<file path="src/hw/xdec_defines.vh">
// constants for the extended opcode decoder
// Summary of operation
// RULE1: add literal to chosen pointer, one cycle
// RULE2: add to third pointer, then return
// RULE3: call subroutine through working register
// RULE4: move indexed source to absolute destination
// RULE5: move indexed source to indexed destination
// RULE6: store literal at third pointer, decrement
// RULE7: subtract literal from chosen pointer
// RULE8: subtract from third pointer, then return
// RULE9: indexed address is pointer plus offset
// RULE10: decode only when extension bit set
// RULE11: pointer field 11 selects return form
`ifndef XDEC_DEFINES_VH
`define XDEC_DEFINES_VH
`define XDEC_OP_ADD 8'he8
`define XDEC_OP_SUB 8'he9
`define XDEC_OP_PUSH 8'hea
`define XDEC_OP_MOVS 8'heb
`define XDEC_CALL_VIA_WORD 16'h0014
`define XDEC_SECOND_TAG 4'hf
`define XDEC_RET_SEL 2'h3
`define XDEC_PTR_RESET 12'h000
`endif

</file>
<file path="src/hw/xdec_ptr_file.v">
// three file select pointers with a single write port
`timescale 1ns/1ps
`default_nettype none
`include "xdec_defines.vh"
module xdec_ptr_file (
  input wire sys_clk,
  input wire rst,
  input wire wr_en,
  input wire [1:0] wr_sel,
  input wire [11:0] wr_data,
  output wire [11:0] ptr0,
  output wire [11:0] ptr1,
  output wire [11:0] ptr2
);
  reg [11:0] ptr_reg [0:2];
  integer i;
  always @(posedge sys_clk)
  begin
    if (rst)
    begin
      for (i = 0; i < 3; i = i + 1)
        ptr_reg[i] <= `XDEC_PTR_RESET;
    end
    else if (wr_en && wr_sel != 2'h3)
      ptr_reg[wr_sel] <= wr_data;
  end
  assign ptr0 = ptr_reg[0];
  assign ptr1 = ptr_reg[1];
  assign ptr2 = ptr_reg[2];
endmodule
`default_nettype wire

</file>
<file path="src/hw/xdec_core.v">
// decode and execute of the eight extended pointer instructions
`timescale 1ns/1ps
`default_nettype none
`include "xdec_defines.vh"
module xdec_core (
  input wire sys_clk,
  input wire rst,
  input wire extension_enable_bit,
  input wire instr_valid,
  input wire [15:0] instr_word,
  input wire [7:0] working_register,
  output reg instr_taken,
  output reg illegal_instr,
  output reg ret_req,
  output reg call_req,
  output reg [7:0] call_target,
  output reg mem_wr,
  output reg mem_rd,
  output reg [11:0] mem_addr,
  output reg [7:0] mem_wdata,
  output reg [11:0] move_src_addr,
  output reg [11:0] third_pointer_out,
  output reg busy
);
  // fetch waits for words, second waits for the move tail, wait is the dead slot
  localparam [1:0] ST_FETCH = 2'h0;
  localparam [1:0] ST_SECOND = 2'h1;
  localparam [1:0] ST_WAIT = 2'h2;

  reg [1:0] state_reg;
  reg [1:0] state_next;
  reg indexed_dst_reg;
  reg indexed_dst_next;
  reg ptr_we;
  reg [1:0] ptr_sel;
  reg [11:0] ptr_wdata;
  reg t_taken;
  reg t_ill;
  reg t_ret;
  reg t_call;
  reg t_wr;
  reg t_rd;
  reg t_busy;
  reg [11:0] t_addr;
  reg [11:0] t_src;
  reg [7:0] t_wdata;
  reg [11:0] sel_ptr;
  wire [11:0] ptr0;
  wire [11:0] ptr1;
  wire [11:0] ptr2;
  wire [7:0] op_hi;
  wire [1:0] fsel;
  wire [11:0] lit6;

  assign op_hi = instr_word[15:8];
  assign fsel = instr_word[7:6];
  assign lit6 = {6'h00, instr_word[5:0]};

  xdec_ptr_file u_ptrs (
    .sys_clk(sys_clk),
    .rst(rst),
    .wr_en(ptr_we),
    .wr_sel(ptr_sel),
    .wr_data(ptr_wdata),
    .ptr0(ptr0),
    .ptr1(ptr1),
    .ptr2(ptr2)
  );

  always @*
  begin
    case (fsel)
      2'h0: sel_ptr = ptr0;
      2'h1: sel_ptr = ptr1;
      default: sel_ptr = ptr2;
    endcase
  end

  always @*
  begin
    state_next = state_reg;
    indexed_dst_next = indexed_dst_reg;
    ptr_we = 1'b0;
    ptr_sel = 2'h0;
    ptr_wdata = 12'h000;
    t_taken = 1'b0;
    t_ill = 1'b0;
    t_ret = 1'b0;
    t_call = 1'b0;
    t_wr = 1'b0;
    t_rd = 1'b0;
    t_busy = 1'b0;
    t_addr = 12'h000;
    t_src = move_src_addr;
    t_wdata = 8'h00;
    case (state_reg)
      ST_FETCH:
      begin
        if (instr_valid)
        begin
          if (!extension_enable_bit) // see RULE10
            t_ill = 1'b1;
          else if (op_hi == `XDEC_OP_ADD || op_hi == `XDEC_OP_SUB)
          begin
            t_taken = 1'b1;
            ptr_we = 1'b1;
            // return forms always adjust the third pointer
            ptr_sel = (fsel == `XDEC_RET_SEL) ? 2'h2 : fsel;
            if (op_hi == `XDEC_OP_ADD)
              ptr_wdata = sel_ptr + lit6; // see RULE1
            else
              ptr_wdata = sel_ptr - lit6; // see RULE7
            if (fsel == `XDEC_RET_SEL) // see RULE11
            begin
              t_ret = 1'b1; // see RULE2 see RULE8
              t_busy = 1'b1;
              state_next = ST_WAIT;
            end
          end
          else if (op_hi == `XDEC_OP_PUSH)
          begin
            t_taken = 1'b1;
            // store at the old pointer, then step it down
            t_wr = 1'b1; // see RULE6
            t_addr = ptr2;
            t_wdata = instr_word[7:0];
            ptr_we = 1'b1;
            ptr_sel = 2'h2;
            ptr_wdata = ptr2 - 12'h001;
          end
          else if (instr_word == `XDEC_CALL_VIA_WORD)
          begin
            t_taken = 1'b1;
            // target is latched from the working register
            t_call = 1'b1; // see RULE3
            t_busy = 1'b1;
            state_next = ST_WAIT;
          end
          else if (op_hi == `XDEC_OP_MOVS)
          begin
            t_taken = 1'b1;
            t_busy = 1'b1;
            indexed_dst_next = instr_word[7];
            // source is resolved now, destination with the tail word
            t_src = ptr2 + {5'h00, instr_word[6:0]}; // see RULE9
            t_rd = 1'b1;
            t_addr = t_src;
            state_next = ST_SECOND;
          end
          else
            t_ill = 1'b1;
        end
      end
      ST_SECOND:
      begin
        t_busy = 1'b1;
        if (instr_valid)
        begin
          t_busy = 1'b0;
          state_next = ST_FETCH;
          // a tail without the move tag aborts the move
          if (instr_word[15:12] != `XDEC_SECOND_TAG)
            t_ill = 1'b1;
          else
          begin
            t_taken = 1'b1;
            t_wr = 1'b1;
            if (indexed_dst_reg)
              t_addr = ptr2 + {5'h00, instr_word[6:0]}; // see RULE5 see RULE9
            else
              t_addr = instr_word[11:0]; // see RULE4
          end
        end
      end
      // words arriving in the slot after a return or call are dropped
      ST_WAIT:
        state_next = ST_FETCH;
      default:
        state_next = ST_FETCH;
    endcase
  end

  always @(posedge sys_clk)
  begin
    if (rst)
    begin
      state_reg <= ST_FETCH;
      indexed_dst_reg <= 1'b0;
      instr_taken <= 1'b0;
      illegal_instr <= 1'b0;
      ret_req <= 1'b0;
      call_req <= 1'b0;
      call_target <= 8'h00;
      mem_wr <= 1'b0;
      mem_rd <= 1'b0;
      mem_addr <= 12'h000;
      mem_wdata <= 8'h00;
      move_src_addr <= 12'h000;
      third_pointer_out <= `XDEC_PTR_RESET;
      busy <= 1'b0;
    end
    else
    begin
      state_reg <= state_next;
      indexed_dst_reg <= indexed_dst_next;
      instr_taken <= t_taken;
      illegal_instr <= t_ill;
      ret_req <= t_ret;
      call_req <= t_call;
      call_target <= t_call ? working_register : call_target;
      mem_wr <= t_wr;
      mem_rd <= t_rd;
      mem_addr <= t_addr;
      mem_wdata <= t_wdata;
      move_src_addr <= t_src;
      // mirror of the third pointer after this cycle's update
      third_pointer_out <= (ptr_we && ptr_sel == 2'h2) ? ptr_wdata : ptr2;
      busy <= t_busy;
    end
  end
endmodule
`default_nettype wire

</file>
<file path="config.mk">
export PLATFORM = sky130hd
export DESIGN_NAME = xdec_core
export DESIGN_NICKNAME = d
export VERILOG_FILES = /design/src/hw/xdec_ptr_file.v /design/src/hw/xdec_core.v
export VERILOG_INCLUDE_DIRS = /design/src /design/src/hw
export SDC_FILE = /design/constraint.sdc
export NUM_CORES = 1
export LEC_CHECK = 0
export BUFFER_PORTS_ARGS = -buffer_cell sky130_fd_sc_hd__clkbuf_2
export CORE_MARGIN = 4
export CORE_UTILIZATION = 46
export CTS_BUF_LIST = sky130_fd_sc_hd__clkbuf_4
export CTS_CLUSTER_DIAMETER = 150
export DETAILED_ROUTE_END_ITERATION = 8
export HOLD_SLACK_MARGIN = 0.12
export PLACE_DENSITY = 0.66
export SLEW_MARGIN = 20
export SYNTH_ARGS = -nofsm -noshare
export SYNTH_HDL_FRONTEND = slang
export SYNTH_HIERARCHICAL = 1
export SYNTH_SLANG_ARGS = --single-unit
</file>
<file path="constraint.sdc">
create_clock -name sys_clk -period 5.2 [get_ports sys_clk]
set_input_delay 1.3 -clock sys_clk [delete_from_list [all_inputs] [get_ports sys_clk]]
set_output_delay 1.3 -clock sys_clk [all_outputs]
set_load 0.005 [all_outputs]
</file>
After elaboration in Yosys (flattened, before gate mapping)
Memories as Yosys holds them, arrays and structs flattened.
Index checks and enable logic that the tools add are counted.
{ "classes": {"n_eq_ne": 17, "addsub": 4, "muxes": 81, "reduce_logical": 11, "n_bitwise": 6} }
{ "ops": {"columns": ["operator", "count"], "rows": [
  ["12-bit 2-to-1 mux", 17],
  ["12-bit case mux with 2 select lines", 2],
  ["1-bit 2-to-1 mux", 42],
  ["8-bit equality test (second input constant)", 4],
  ["2-bit 2-to-1 mux", 15],
  ["16-bit by 5-bit equality test with 1-bit output (second input constant)", 1],
  ["12-bit by 6-bit adder with 12-bit output", 1],
  ["12-bit by 7-bit adder with 12-bit output", 1],
  ["12-bit OR reduction", 1],
  ["12-bit by 1-bit subtractor with 12-bit output (second input constant)", 1],
  ["12-bit by 6-bit subtractor with 12-bit output", 1],
  ["2-bit inequality test (second input constant)", 4],
  ["4-bit inequality test (second input constant)", 2],
  ["1-bit case mux with 2 select lines", 4],
  ["7-bit AND reduction", 1],
  ["7-bit OR reduction", 1],
  ["3-bit inequality test (second input constant)", 2],
  ["1-bit NOT", 6],
  ["6-bit AND reduction", 1],
  ["6-bit OR reduction", 1],
  ["5-bit OR reduction", 1],
  ["2-bit by 1-bit equality test with 1-bit output (second input constant)", 2],
  ["2-bit equality test (second input constant)", 2],
  ["2-bit logical NOT", 2],
  ["other kinds (3)", 4]
]} }
{ "word_totals": {"ramBits": 36, "out_inout_bits": 59, "wordCells": 134, "in_bits": 28, "n_memories": 1, "ff_bits": 62} }
{ "memory_table": {"columns": ["memory", "depth", "width", "rd", "rd_clocked_by_memory_dff", "wr", "line_no", "source"], "rows": [
  ["u_ptrs.ptr_reg", 3, 12, 3, 0, 3, "xdec_ptr_file.v:15", "reg [11:0] ptr_reg [0:2];"]
]} }

Depth between registers and ports, before layout
{ "logic_depth": {"word_depth": 13, "depth_mapped": 16} }

By module
The synthesis kept the hierarchy.
{ "modules_own_cells": {"columns": ["module", "cells_per_inst", "area_per_inst_um2", "instances", "seq_area_each_um2"], "rows": [
  ["xdec_core", 514, 4040.1, 1, 1241.2],
  ["xdec_ptr_file", 96, 1381.3, 1, 1081.0]
]} }

Worst setup path after synthesis
OpenSTA, ideal clock, no wires.
{ "synth_path": {"kind": "input-to-reg", "from": "input instr_word[6]", "to": "memory u_ptrs.ptr_reg[2][8] (data pin)", "n_path_buf": 2, "setup_ps": 257, "arrival_ps": 4025, "cell_stages": 14, "path_slack_ps": 918, "cell_sequence": "clkbuf_1 -> buf_1 -> mux2i_1 -> o21ai_0 -> ha_1 -> fa_1 -> a211oi_1 -> o21bai_1 -> a211oi_1 -> o21bai_1 -> xnor2_1 -> o22ai_1 -> nand3b_1 -> nor2_1"} }
{ "synth_rtl": {"columns": ["item", "line_no", "source"], "rows": [
  ["start: declaration", "xdec_core.v:10", "input wire [15:0] instr_word,"],
  ["end: declaration", "xdec_ptr_file.v:15", null]
]} }

==> results.md <==
* Status: finished, final reports clean
* Synth cell types at 56
* Max Cap Violations at 0
* Core Util, Final at 0.535
* Complex-gate fraction of the synthesized area at 0.150
* Clock sinks at 98
* Max-slew headroom at 0.427
* Tcrit/Tclk final at 0.792
* Dpl hpwl at 11.3 mm
* Sw Pwr at 0.387 mW
* Setup total negative slack at 0 ns
* Placed instance area at 5950 sq um
* Dpl cells at 815
* Synth area leaders: dfxtp_1 (23%), edfxtp_1 (20%), nor2_1 (6.8%)
* Flop-to-flop setup slack at 2.22 ns
* Initial antenna violation count at 0
* CTS tree: built
* Max reg flops at 36
* Hold path cells at 2
* Mapped Area at 5420 sq um
* Clock H-tree levels at 3
* DR WL/cell at 17.8 um
* Worst Hold Slack at 0.463 ns
* Critical Path End Type: flip-flop
* CP startpoint kind: primary input
* R2R depth at 8
* Die W at 117 um
* Slew Viols, Final at 0
* Synth Area in Adders at 0.0535
* Top-area cell type share of the netlist area at 0.229
* Fin cells at 831
* WL final at 14.8 mm
* Crit Path Max Fanout at 13
* Post-synthesis net count at 660
* Commonest register cell after synthesis: dfxtp_1
* Worst min-delay path endpoint: move_src_addr[3]
* Leading area contributor after synthesis: dfxtp_1
* Hold Path Origin: move_src_addr[3]
* DRT antenna net count at 0
* P_leak at 2.47 nW
* Post-CTS setup buffer count at 0
* RR Endpoint: u_ptrs/ptr_reg[1][4]
* Endpoints failing setup at 0
* Post-Synth XOR/XNOR Area at 0.0565
* Min Tclk post-route at 4.12 ns
* CTS root buffer: clkbuf_4
* Synth warn at 6
* Worst EP required at 5.55 ns
* Sw frac at 0.252
* Worst Tran Pin Value at 0.853 ns
* RSZ-0062 raised after global routing: false
* I/O Pins at 87
* Hold Crit Class: flip-flop to flip-flop
* Area of the core at 11500 sq um
* Die area at 13600 sq um
* Clock Pin Slew Worst Setup and Hold Paths at 0.14 ns
* WS Path Type: primary input to flip-flop
* Largest family of logic cells by synthesized area: simple AND/OR/NAND/NOR gates
* Hold Vio Cnt, Final at 0
* Post-synthesis sequential area ratio at 0.428
* Max Freq at 0.243 GHz
* VDD IR-drop max at 171 uV
* Final Wtd Congestion at 0.926
* Yosys reg bits at 98
* Syn avg cell area at 8.89 sq um
* Final Instance Area at 6140 sq um
* Worst setup margin at 1.08 ns
* Initial drt markers at 428
* Clock buffer depth at 2
* Sequential fraction of design power at 0.535
* Via density per instance at 5.68
* Share of cells above drive strength 1 at 0.189
* # diodes at 0
* Multiplexer share of the synthesized area at 0.0524
* Worst skew pair latency at 0.48 ns
* EDFF count, synth at 36
* Remaining Overflow, GRT at 0
* Number of buffers created by CTS at 9
* Initial DRT Pass Iterations at 7
* Comb pwr share at 0.138
* FF-to-FF Start: state_reg[0]
* Post-cts sizing count at 0
* Total power divided by cell area at 250 nW/um^2
* Nets at 733
* Initial Utilization at 0.473
* Post-Syn Instances at 610
* Clock share of power at 0.327
* Ys async rst share at 0
* Worst Skew at 0.0171 ns
* DRC Markers at 0
* Worst path arrival time at 4.47 ns
* Area Overhead vs Synth at 13.2%
* Cell Rows at 39
* Port buffer count at 86
* Overall Global Routing Usage at 0.221
* Die H at 117 um
* Pwr Total at 1.53 mW
* Hold-fix buffers, CTS at 0
* Post-synthesis simple-gate area fraction at 0.218
* First-pass GRT wire length at 23.0 mm
* Pint at 1.15 mW
* Largest net degree at the start of global routing at 32
* DP Worst Slack at 0.632 ns
* Routed vias at 4717
* Vias in the first global route at 4486
==> worst max-delay path by stage <==
stage	start	endpoint	slack, ns	cells past startpoint
4_1_cts	instr_word[9]	u_ptrs/ptr_reg[1][8]	1.14	13
6_report	instr_word[9]	u_ptrs/ptr_reg[0][11]	1.08	14
3_3_place_gp	instr_word[8]	u_ptrs/ptr_reg[2][8]	0.67	13
5_1_grt	instr_word[9]	u_ptrs/ptr_reg[0][11]	0.85	14
3_5_place_dp	instr_word[9]	u_ptrs/ptr_reg[1][8]	0.63	13
2_1_floorplan	instr_word[6]	u_ptrs/ptr_reg[2][8]	0.92	14
==> power by group through the flow <==
| stage | Combinational (mW) | Clock (mW) | Sequential, mW |
|---|---|---|---|
| floorplan | 0.154 | 0 | 0.829 |
| global placement | 0.205 | 0 | 0.837 |
| detailed placement | 0.209 | 0 | 0.837 |
| CTS | 0.210 | 0.513 | 0.820 |
| global route | 0.234 | 0.550 | 0.822 |
| finish | 0.212 | 0.502 | 0.820 |
==> critical path, stage by stage <==
cell	delay, ns
clkbuf_2	0.20
nor4_1	0.27
and3_1	0.41
mux2_2	0.41
ha_1	0.31
a211oi_1	0.37
o21ai_0	0.22
nand3_1	0.12
a21oi_1	0.08
xnor2_1	0.20
nand2_1	0.07
o21ai_0	0.19
nand3b_1	0.18
nor2_1	0.13
==> cell usage in the layout, fill, tap and decap left out, types with 8 or more instances in the layout <==
| master | count |
|---|---|
| nor2_1 | 98 |
| clkbuf_4 | 11 |
| o21ai_0 | 35 |
| a211oi_1 | 10 |
| xnor2_1 | 18 |
| mux2i_1 | 25 |
| a21oi_1 | 34 |
| clkbuf_2 | 86 |
| nand3b_1 | 12 |
| xor2_1 | 17 |
| o21bai_1 | 8 |
| inv_1 | 11 |
| nor3_1 | 26 |
| buf_4 | 13 |
| edfxtp_1 | 36 |
| ha_1 | 20 |
| nand2_1 | 56 |
| dfxtp_1 | 62 |
| nand3_1 | 9 |
==> cells in the mapped netlist, types with 17 or more instances <==
master and count:
ha_1 20, nor3_1 26, clkbuf_1 23, xnor2_1 18
nand2_1 56, dfxtp_1 62, edfxtp_1 36, xor2_1 17
a21oi_1 34, nor2_1 98, mux2i_1 25, o21ai_0 35
==> cells by family after synthesis <==
logic type | count (synthesis)
AND/OR/NAND/NOR | 249
buffers and inverters | 49
flip-flops | 98
adder cells (fa/ha/maj) | 22
XOR/XNOR | 35
AO/OA/AOI/OAI | 129
multiplexers | 28
==> area by class of cell <==
| cell class | count | area (sq um) |
|---|---|---|
| Fill cell | 1096 | 5330 |
| Multi-Input combinational cell | 463 | 2880 |
| Sequential cell | 98 | 2320 |
| Timing Repair Buffer | 99 | 528 |
| Tap cell | 143 | 179 |
| Clock inverter | 5 | 104 |
| Clock buffer | 11 | 82.6 |
| Inverter | 12 | 45.0 |
==> routing by layer <==
metal  GRT usage  share of wire  vias to the layer above
met3      0.0440          0.069                       20
met1       0.291           0.44                     2231
li1            -              -                     2307
met2       0.370           0.48                      159
met5           0              0                        -
met4      0.0642          0.017                        0
Note: power is estimated with default switching activity, not from simulation.
